## config.mk

```make
export PLATFORM = sky130hd
export DESIGN_NAME = spl_port
export DESIGN_NICKNAME = d
export VERILOG_FILES = /design/src/hw/spl_pkg.sv /design/src/hw/spl_port.sv
export SDC_FILE = /design/constraint.sdc
export NUM_CORES = 1
export LEC_CHECK = 0
export BUFFER_PORTS_ARGS = -buffer_cell sky130_fd_sc_hd__buf_4
export CORE_ASPECT_RATIO = 1.75
export CORE_MARGIN = 3
export CORE_UTILIZATION = 59
export DETAILED_ROUTE_END_ITERATION = 12
export PLACE_DENSITY = 0.8
export RECOVER_POWER = 100
export SYNTH_ARGS = -nofsm -noshare
export SYNTH_HDL_FRONTEND = slang
export SYNTH_SLANG_ARGS = --single-unit
```

## constraint.sdc

```tcl
create_clock -name ref_clk -period 3 [get_ports ref_clk]
set_clock_uncertainty 0.2 [all_clocks]
set_input_delay 0.3 -clock ref_clk [delete_from_list [all_inputs] [get_ports ref_clk]]
set_output_delay 0.3 -clock ref_clk [all_outputs]
set_load 0.01 [all_outputs]
```

## src/hw/spl_pkg.sv

```systemverilog
// Package for the byte-wide serial port: register map, fields, states.
// Assumes a single bus clock; pin inputs are asynchronous to it.
package spl_pkg;

  // Register offsets on the plain register port
  localparam logic [7:0] SPL_CTRL_OFS = 8'h10; // control_reg
  localparam logic [7:0] SPL_STAT_OFS = 8'h11; // status_control_reg
  localparam logic [7:0] SPL_DATA_OFS = 8'h12; // data_buffer_reg

  // control_reg field positions
  localparam int SPL_C_RXIE = 7; // Receive interrupt enable
  localparam int SPL_C_MSTR = 5; // master_select
  localparam int SPL_C_CLOCK_POLARITY_SELECT = 4; // clock_polarity_select
  localparam int SPL_C_CLOCK_PHASE_SELECT = 3; // clock_phase_select
  localparam int SPL_C_PEN  = 1; // port_enable

  // status_control_reg field positions
  localparam int SPL_S_RF   = 7; // receive_full_flag
  localparam int SPL_S_ERIE = 6; // error_irq_enable
  localparam int SPL_S_OVF  = 5; // overflow_flag
  localparam int SPL_S_MODE_FAULT_FLAG = 4; // mode_fault_flag
  localparam int SPL_S_TXE  = 3; // Transmit buffer empty
  localparam int SPL_S_MFE  = 2; // mode_fault_enable
  localparam int SPL_S_RATE = 0; // rate_divider_select, two bits

  // Transfer shape
  localparam logic [4:0] SPL_LAST_EDGE = 5'h10; // Sixteen clock edges
  localparam logic [4:0] SPL_FIRST_EDGE = 5'h01;
  localparam logic [4:0] SPL_SAMP1_MAX = 5'h02; // First sample edge bound

  // Transfer states
  typedef enum logic [1:0] {
    ST_IDLE = 2'b00,
    ST_RUN  = 2'b01
  } spl_state_e;

  // Pins coming in
  typedef struct packed {
    logic sck;
    logic mosi;
    logic miso;
    logic ss_n;
  } spl_pin_in_s;

  // Pins going out, each with its enable
  typedef struct packed {
    logic sck_o;
    logic sck_oe;
    logic mosi_o;
    logic mosi_oe;
    logic miso_o;
    logic miso_oe;
  } spl_pin_out_s;

  // Whole state of the port
  typedef struct packed {
    spl_state_e  st;
    logic        rx_irq_en;
    logic        master_select;
    logic        clock_polarity_select;
    logic        clock_phase_select;
    logic        port_enable;
    logic        error_irq_enable;
    logic        mode_fault_enable;
    logic [1:0]  rate_sel;
    logic        rf;
    logic        ovf;
    logic        mode_fault_flag;
    logic        tx_empty;
    logic        rf_arm;
    logic        ovf_arm;
    logic        mode_fault_flag_arm;
    logic        discard;
    logic [7:0]  txbuf;
    logic [7:0]  rxbuf;
    logic [7:0]  sh;
    logic [7:0]  rxs;
    logic [4:0]  edge_cnt;
    logic [6:0]  div_cnt;
    logic [2:0]  sck_s;
    logic [2:0]  ss_s;
    logic [2:0]  din_s;
    logic        sck_st;
    logic        ss_st;
    logic        din_st;
    logic        sck_o;
    logic        dout;
    logic        sck_oe;
    logic        mosi_oe;
    logic        miso_oe;
    logic        irq;
    logic [7:0]  rdata;
  } spl_state_s;

  // Value after reset: idle, buffer empty, select seen high
  localparam spl_state_s SPL_STATE_RST = '{
    st:       ST_IDLE,
    tx_empty: 1'b1,
    ss_s:     3'b111,
    ss_st:    1'b1,
    default:  '0
  };

endpackage : spl_pkg

```

## src/hw/spl_port.sv

```systemverilog
// Byte-wide serial port, master or slave, with overflow and mode fault.
// Assumes one bus clock, pins resolved outside from the enables.
//
// Functional notes
// RL1: Slave drives MISO only while selected.
// RL2: Master's own select held high outside.
// RL3: Phase 1: first clock edge starts transfer.
// RL4: Phase 1: select may stay low between bytes.
// RL5: Phase 1 slave presents MSB at first edge.
// RL6: No shift-register load during a transfer.
// RL7: Slave software writes before first edge.
// RL8: Master data write starts a transfer.
// RL9: Phase sets first clock half of master; here either phase idles first.
// RL10: Master divider runs only when enabled master.
// RL11: Master clock edges on divider ticks.
// RL12: Start delay at most one bit time.
// RL13: Overflow at bit 1 keeps old byte.
// RL14: Overflow with error enable raises request.
// RL15: One enable gates overflow and mode fault.
// RL16: Mode fault never set while disabled.
// RL17: Select conflicting with mode sets mode fault.
// RL18: No receive-full request while overflow stands.
// RL19: Data read leaves late overflow set.
// RL20: Overflow request can wake the processor.
// RL21: Software enables overflow request or rereads.
// RL22: Status read then data read clears full.
// RL23: Clearing fault enable keeps fault flag.
// RL24: Rate bits select master divider.
// RL25: Eight bits each way, MSB first.
`timescale 1ns/10ps
`default_nettype none

module spl_port
  import spl_pkg::*;
(
  input  wire logic          ref_clk,  // Bus clock, 125 MHz
  input  wire logic          rstn,     // Synchronous reset, active low
  input  wire logic [7:0]    addr,     // Register offset
  input  wire logic [7:0]    wdata,    // Write data
  input  wire logic          wr,       // Write strobe
  input  wire logic          rd,       // Read strobe
  output logic [7:0]         rdata,    // Read data, cycle after strobe
  output logic               irq,      // Receiver/error request, also wake
  input  wire spl_pin_in_s   pin_i,    // Serial pins in
  output spl_pin_out_s       pin_o     // Serial pins out with enables
);

  spl_state_s r;        // Registered state
  spl_state_s n;        // Next state

  logic       mst;      // Enabled master
  logic       slv;      // Enabled slave
  logic [6:0] half_m1;  // Half bit time minus one
  logic [6:0] full_m1;  // Bit time minus one
  logic       tick;     // Master clock edge slot
  logic       tick_full;// Master bit boundary
  logic       ev;       // One clock edge to process
  logic       sck_edge; // Slave saw a clock edge
  logic       ss_fall;  // Slave saw select fall
  logic [4:0] k;        // Number of the edge in process
  logic       samp;     // This edge samples
  logic       shft;     // This edge shifts

  // Divider per rate bits: 2, 8, 32, 128 bus cycles per bit
  always_comb begin
    case (r.rate_sel)                                         // [RL24]
      2'b00:   half_m1 = 7'h00;
      2'b01:   half_m1 = 7'h03;
      2'b10:   half_m1 = 7'h0F;
      default: half_m1 = 7'h3F;
    endcase
    full_m1 = {half_m1[5:0], 1'b1};
  end

  // Next-state logic
  always_comb begin
    n = r;
    mst = r.port_enable & r.master_select;
    slv = r.port_enable & ~r.master_select;
    ev = 1'b0;
    k = r.edge_cnt + SPL_FIRST_EDGE;
    samp = 1'b0;
    shft = 1'b0;

    // Three-stage pin synchronisers, change counts when 2nd and 3rd agree
    n.sck_s = {r.sck_s[1:0], pin_i.sck};
    n.ss_s  = {r.ss_s[1:0], pin_i.ss_n};
    n.din_s = {r.din_s[1:0], r.master_select ? pin_i.miso : pin_i.mosi};
    if (r.sck_s[1] == r.sck_s[2]) begin
      n.sck_st = r.sck_s[2];
    end
    if (r.ss_s[1] == r.ss_s[2]) begin
      n.ss_st = r.ss_s[2];
    end
    if (r.din_s[1] == r.din_s[2]) begin
      n.din_st = r.din_s[2];
    end
    sck_edge = n.sck_st != r.sck_st;
    ss_fall = r.ss_st & ~n.ss_st;

    // Read data stands only in the cycle after the strobe
    n.rdata = 8'h00;
    if (rd) begin
      if (addr == SPL_CTRL_OFS) begin
        n.rdata[SPL_C_RXIE] = r.rx_irq_en;
        n.rdata[SPL_C_MSTR] = r.master_select;
        n.rdata[SPL_C_CLOCK_POLARITY_SELECT] = r.clock_polarity_select;
        n.rdata[SPL_C_CLOCK_PHASE_SELECT] = r.clock_phase_select;
        n.rdata[SPL_C_PEN]  = r.port_enable;
      end else if (addr == SPL_STAT_OFS) begin
        n.rdata[SPL_S_RF]   = r.rf;
        n.rdata[SPL_S_ERIE] = r.error_irq_enable;
        n.rdata[SPL_S_OVF]  = r.ovf;
        n.rdata[SPL_S_MODE_FAULT_FLAG] = r.mode_fault_flag;
        n.rdata[SPL_S_TXE]  = r.tx_empty;
        n.rdata[SPL_S_MFE]  = r.mode_fault_enable;
        n.rdata[SPL_S_RATE +: 2] = r.rate_sel;
        // Arm the flag clears with what software has now seen
        n.rf_arm   = r.rf;                                    // [RL22]
        n.ovf_arm  = r.ovf;                                   // [RL19]
        n.mode_fault_flag_arm = r.mode_fault_flag;
      end else if (addr == SPL_DATA_OFS) begin
        n.rdata = r.rxbuf;
        // Clear only flags seen set at the status read
        if (r.rf_arm) begin
          n.rf = 1'b0;                                        // [RL22]
        end
        if (r.ovf_arm) begin
          n.ovf = 1'b0;                                       // [RL19]
        end
        n.rf_arm = 1'b0;
        n.ovf_arm = 1'b0;
      end
    end

    // Register writes
    if (wr) begin
      if (addr == SPL_CTRL_OFS) begin
        n.rx_irq_en     = wdata[SPL_C_RXIE];
        n.master_select = wdata[SPL_C_MSTR];
        n.clock_polarity_select          = wdata[SPL_C_CLOCK_POLARITY_SELECT];
        n.clock_phase_select          = wdata[SPL_C_CLOCK_PHASE_SELECT];
        n.port_enable   = wdata[SPL_C_PEN];
        // Fault clears after status read, if no fault stands now
        if (r.mode_fault_flag_arm && !(mst && r.mode_fault_enable && !r.ss_st)) begin
          n.mode_fault_flag = 1'b0;
        end
        n.mode_fault_flag_arm = 1'b0;
      end else if (addr == SPL_STAT_OFS) begin
        n.error_irq_enable  = wdata[SPL_S_ERIE];
        n.mode_fault_enable = wdata[SPL_S_MFE];  // Flag kept [RL23]
        n.rate_sel          = wdata[SPL_S_RATE +: 2];
      end else if (addr == SPL_DATA_OFS) begin
        // Byte waits in the buffer; master starts on next bit slot
        n.txbuf = wdata;                                      // [RL8]
        n.tx_empty = 1'b0;                                    // [RL6]
      end
    end

    // Free-running master divider, stopped unless enabled master
    if (mst) begin
      n.div_cnt = r.div_cnt + 7'h01;                          // [RL10]
      // Wrap at the bit boundary
      if (r.div_cnt == full_m1) begin
        n.div_cnt = 7'h00;
      end
    end else begin
      n.div_cnt = 7'h00;                                      // [RL10]
    end
    tick_full = r.div_cnt == full_m1;
    tick = tick_full | (r.div_cnt == half_m1);                // [RL11]

    // Master sequencing
    if (mst) begin
      if (r.st == ST_IDLE) begin
        n.sck_o = r.clock_polarity_select;
        // Load at the next bit boundary: delay at most one bit time
        if (tick_full && !r.tx_empty) begin                   // [RL12]
          n.sh = r.txbuf;                                     // [RL8]
          n.dout = r.txbuf[7];                                // [RL25]
          n.tx_empty = 1'b1;
          n.st = ST_RUN;
          n.edge_cnt = 5'h00;
        end
      end else if (tick) begin
        // First edge half a bit after load; either phase idles first [RL9]
        ev = 1'b1;
      end
    end else if (slv) begin
      if (r.st == ST_IDLE) begin
        // Only an idle slave takes a new byte into its shifter
        if (!r.tx_empty) begin                                // [RL6]
          n.sh = r.txbuf;
          n.tx_empty = 1'b1;
        end
        n.dout = n.sh[7];                                     // [RL5]
        // Phase 1 starts on the first edge, select may stay low [RL4]
        if (!n.ss_st && (r.clock_phase_select ? sck_edge : ss_fall)) begin  // [RL3]
          n.st = ST_RUN;
          n.edge_cnt = 5'h00;
          ev = r.clock_phase_select;                                        // [RL5]
        end
      end else if (n.ss_st) begin
        // Deselected mid-transfer: abort, fault if allowed
        n.st = ST_IDLE;
        n.edge_cnt = 5'h00;
        n.discard = 1'b0;
        if (r.mode_fault_enable) begin                        // [RL16]
          n.mode_fault_flag = 1'b1;                                      // [RL17]
        end
      end else if (sck_edge) begin
        ev = 1'b1;
      end
    end

    // One clock edge of the transfer, common to both modes
    if (ev) begin
      n.edge_cnt = k;
      if (mst) begin
        n.sck_o = ~r.sck_o;                                   // [RL9]
      end
      samp = r.clock_phase_select ? ~k[0] : k[0];
      shft = r.clock_phase_select ? (k[0] && k != SPL_FIRST_EDGE)
                    : (~k[0] && k != SPL_LAST_EDGE);
      if (samp) begin
        n.rxs = {r.rxs[6:0], r.din_st};                       // [RL25]
        // Bit 1 captured while old byte unread: lose new byte
        if (k <= SPL_SAMP1_MAX && r.rf) begin
          n.ovf = 1'b1;                                       // [RL13]
          n.discard = 1'b1;                                   // [RL13]
        end
      end
      if (shft) begin
        n.sh = {r.sh[6:0], 1'b0};                             // [RL25]
        n.dout = r.sh[6];
      end
      if (k == SPL_LAST_EDGE) begin
        n.st = ST_IDLE;
        n.edge_cnt = 5'h00;
        // Discard decision was taken at the first sample edge
        if (!r.discard) begin
          n.rxbuf = n.rxs;                                    // [RL13]
          n.rf = 1'b1;
        end
        n.discard = 1'b0;
      end
    end

    // Master whose select goes low with fault enabled
    if (mst && r.mode_fault_enable && !n.ss_st) begin         // [RL16]
      n.mode_fault_flag = 1'b1;                                          // [RL17]
      n.port_enable = 1'b0;
    end

    // Disabled port: abort, empty transmit buffer and shifter; flags and receive side kept
    if (!n.port_enable) begin
      n.st = ST_IDLE;
      n.tx_empty = 1'b1;
      n.sh = 8'h00;
      n.edge_cnt = 5'h00;
      n.discard = 1'b0;
      n.sck_o = n.clock_polarity_select;
      n.dout = 1'b0;
    end

    // Pin enables; the master's own select is held high outside [RL2]
    n.sck_oe = n.port_enable & n.master_select;
    n.mosi_oe = n.port_enable & n.master_select;
    n.miso_oe = n.port_enable & ~n.master_select & ~n.ss_st;  // [RL1]

    // Shared request: one enable for both errors; full gated by overflow
    n.irq = (n.rx_irq_en & n.port_enable & n.rf & ~n.ovf)     // [RL18]
          | (n.error_irq_enable & (n.ovf | n.mode_fault_flag)); // [RL14] [RL15] [RL20]
  end

  // State register
  always_ff @(posedge ref_clk) begin
    if (!rstn) begin
      r <= SPL_STATE_RST;
    end else begin
      r <= n;
    end
  end

  // Outputs straight from the state register
  assign rdata = r.rdata;
  assign irq = r.irq;
  assign pin_o = '{sck_o:   r.sck_o,
                   sck_oe:  r.sck_oe,
                   mosi_o:  r.dout,
                   mosi_oe: r.mosi_oe,
                   miso_o:  r.dout,
                   miso_oe: r.miso_oe};
endmodule : spl_port

`default_nettype wire

```

==> flow_summary.json <==
{
  "yosys_warnings": 0,
  "setup_viol": 0,
  "synth_top_area_frac": 0.414,
  "synth-main-ff-cell": "dfxtp_1",
  "die_y_um": 118,
  "post-cts-setup-buffer-count": 0,
  "arrival_ns": 2.88,
  "ant_nets": 0,
  "crit_required_ns": 3.09,
  "path_clk_slew_ns": 0.06,
  "antenna_found_initial": 0,
  "tns_ns": 0,
  "fmax_ghz": 0.358,
  "critPathBufInv": 1,
  "critical-path-slowest-cell": "dfxtp_1",
  "synth_edf_count": 0,
  "syn_avg_cell_area_um2": 8.54,
  "nNetsFinal": 549,
  "core-area_um2": 6960,
  "slew_violations": 0,
  "relSlewSlack": 0.537,
  "ios": 39,
  "synth-seq-cells": 88,
  "hold_class": "input pin to register",
  "wl_per_cell_um": 17.7,
  "synth_area_leaders": "dfxtp_1, nand2_1, nand3_1",
  "grt_usage": 0.265,
  "rsz0062_at_grt": "false",
  "synth_nets": 526,
  "via_count": 3758,
  "drc": 0,
  "vdd_ir_drop_max_v": 0.000400,
  "hold_violations": 0,
  "drt_iter0_drc": 292,
  "crit_type": "register to register",
  "numCtsBuffers": 9,
  "num_antenna_cells": 0,
  "grt_pass1_vias": 3590,
  "gp_congestion": 0.927,
  "cp-end-kind": "register",
  "grt_max_degree": 57,
  "finalNonFillerCells": 611,
  "root_buffer": "clkbuf_16",
  "p_leak_uw": 0.00160,
  "overflow": 0,
  "reg2reg_slack_ns": 0.21,
  "cts_num_sinks": 88,
  "clock_latency_ns": 0.34,
  "first_pass_iters": 4,
  "design.die.area_um2": 8310,
  "area_growth_pct": 12.5,
  "yosysSeqAreaShare": 0.414,
  "cts_buffer_depth": 2,
  "io_buffer_count": 38,
  "path_cells": "or3_1 > a21oi_1 > or2_2 > a311oi_4 > buf_4 > or2_1 > o221a_2",
  "detail_route.vias_per_cell": 6.15,
  "grt_pass1_wl_mm": 17.4,
  "fp.dieW_um": 70.2,
  "initial_utilization": 0.612,
  "synth_cell_types": 63,
  "dpl.cell_count": 593,
  "htree_levels": 3,
  "p_per_area_nw_per_um2": 502,
  "min_period_ns": 2.79,
  "start_kind": "register",
  "tightest_slew_ns": 0.685,
  "ys_async_sr_fraction": 0,
  "synth_cells": 499,
  "critical_path.top_delay_family": "simple AND/OR/NAND/NOR gates",
  "fin_crit_sh": 0.931,
  "max_cap_violations": 0,
  "drive_above_1_share": 0.135,
  "yosysTopAreaCell": "dfxtp_1",
  "crit_path_max_incr_delay_ns": 0.54,
  "path_max_fanout": 13,
  "outcome": "finished clean",
  "postRouteWirelength_mm": 10.8,
  "hpwl_mm": 7.87,
  "num_rows": 40,
  "synth_area_um2": 4260,
  "cts_tree": "built"
}
-- Yosys cell counts, types with 3 or more instances --
library cell and number:
nor3b_1 3, nor3_1 5, a21boi_0 15, a31oi_1 8, nand2b_1 9, buf_4 14, nor2_1 42, nand2_1 55
mux2i_1 17, and3_1 3, inv_1 13, xnor2_1 3, dfxtp_1 88, buf_2 4, and2_1 9, o211ai_1 3
o21ai_0 27, clkbuf_1 20, nor2b_1 21, ha_1 3, nand4_1 7, a41oi_1 4, a22oi_1 4, a21oi_1 18
o221a_2 12, o31ai_1 6, a211oi_1 3, nand3_1 39
-- area by class of cell --
type	count	area, µm²
clock inverter	5	63.8
sequential	88	1760
multi-input combinational	358	2230
fill	599	2170
tap	84	105
timing repair buffer	52	327
inverter	13	48.8
clock buffer	11	253
-- cell usage in the layout, fill, tap and decap left out, drive strengths merged, types with 3 or more instances in the layout --
cell type,instances
dfxtp,88
nand2,55
nor2,42
nand3,39
clkbuf,32
buf,29
o21ai,27
nor2b,21
a21oi,18
mux2i,17
a21boi,15
inv,14
o221a,12
nand2b,9
and2,9
a31oi,8
nand4,7
o31ai,6
nor3,6
a41oi,4
a22oi,4
o211ai,4
nor4,3
a211oi,3
nor3b,3
and3,3
xnor2,3
ha,3
or2,3
-- power by group --
part	switching, µW	internal [µW]
logic	32.8	34.7
clock network	465	696
registers	2.81	1170
total	501	1900
-- path summary, 6_finish.rpt --
path,from,end,cells past startpoint
max,r[79],pin_o[1],7
min,pin_i[2],n[18],3
max reg2reg,r[79],pin_o[1],7
min reg2reg,n[21],n[22],1
-- layer usage --
| metal | up-vias | GRT usage | part of all wire |
|---|---|---|---|
| met3 | 32 | 0.0477 | 0.045 |
| met1 | 1760 | 0.290 | 0.38 |
| met5 | - | 0 | 0 |
| li1 | 1836 | - | - |
| met4 | 0 | 0.134 | 0.037 |
| met2 | 130 | 0.474 | 0.53 |
-- tightest hold or removal path, delay by kind of cell --
kind / cells / cell delay, ns
mux: 1 / 0.05
buf+inv: 1 / 0.08
simple gates: 1 / 0.09
-- metrics by stage --
step           total power [µW]  setup WS [ns]   util  hold slack, ns  area, µm²
4_1_cts                    2420          0.114  0.698         0.00603       4850
6_report                   2400          0.206  0.689          0.0135       4790
5_1_grt                    2480         0.0411  0.689          0.0222       4790
2_1_floorplan              1230          0.477      -           0.186       4260
3_3_place_gp               1270          0.189  0.649           0.189       4520
3_5_place_dp               1270          0.148  0.649           0.199       4520
-- flip-flops by register name, summed over array words and instances, names as in the netlist --
register  cells
n             6
irq           1
r            69
pin_o         4
rdata         8
-- kinds of logic (layout without fill, tap and decap cells) --
| group | count (synthesis) | in the layout | synth area share |
|---|---|---|---|
| adder cells (fa/ha/maj) | 4 | 4 | 0.0112 |
| buffers and inverters | 53 | 81 | 0.0637 |
| XOR/XNOR | 5 | 5 | 0.0103 |
| AO/OA/AOI/OAI | 125 | 125 | 0.219 |
| AND/OR/NAND/NOR | 207 | 207 | 0.243 |
| multiplexers | 17 | 17 | 0.0400 |
| flip-flops | 88 | 88 | 0.414 |
-- repair_timing --
item	in CTS	in global routing
gates resized for setup	0	2
setup endpoints to repair	0	8
hold buffers	2	0
hold endpoints to repair	2	0
(Power assumes the default switching activity.)
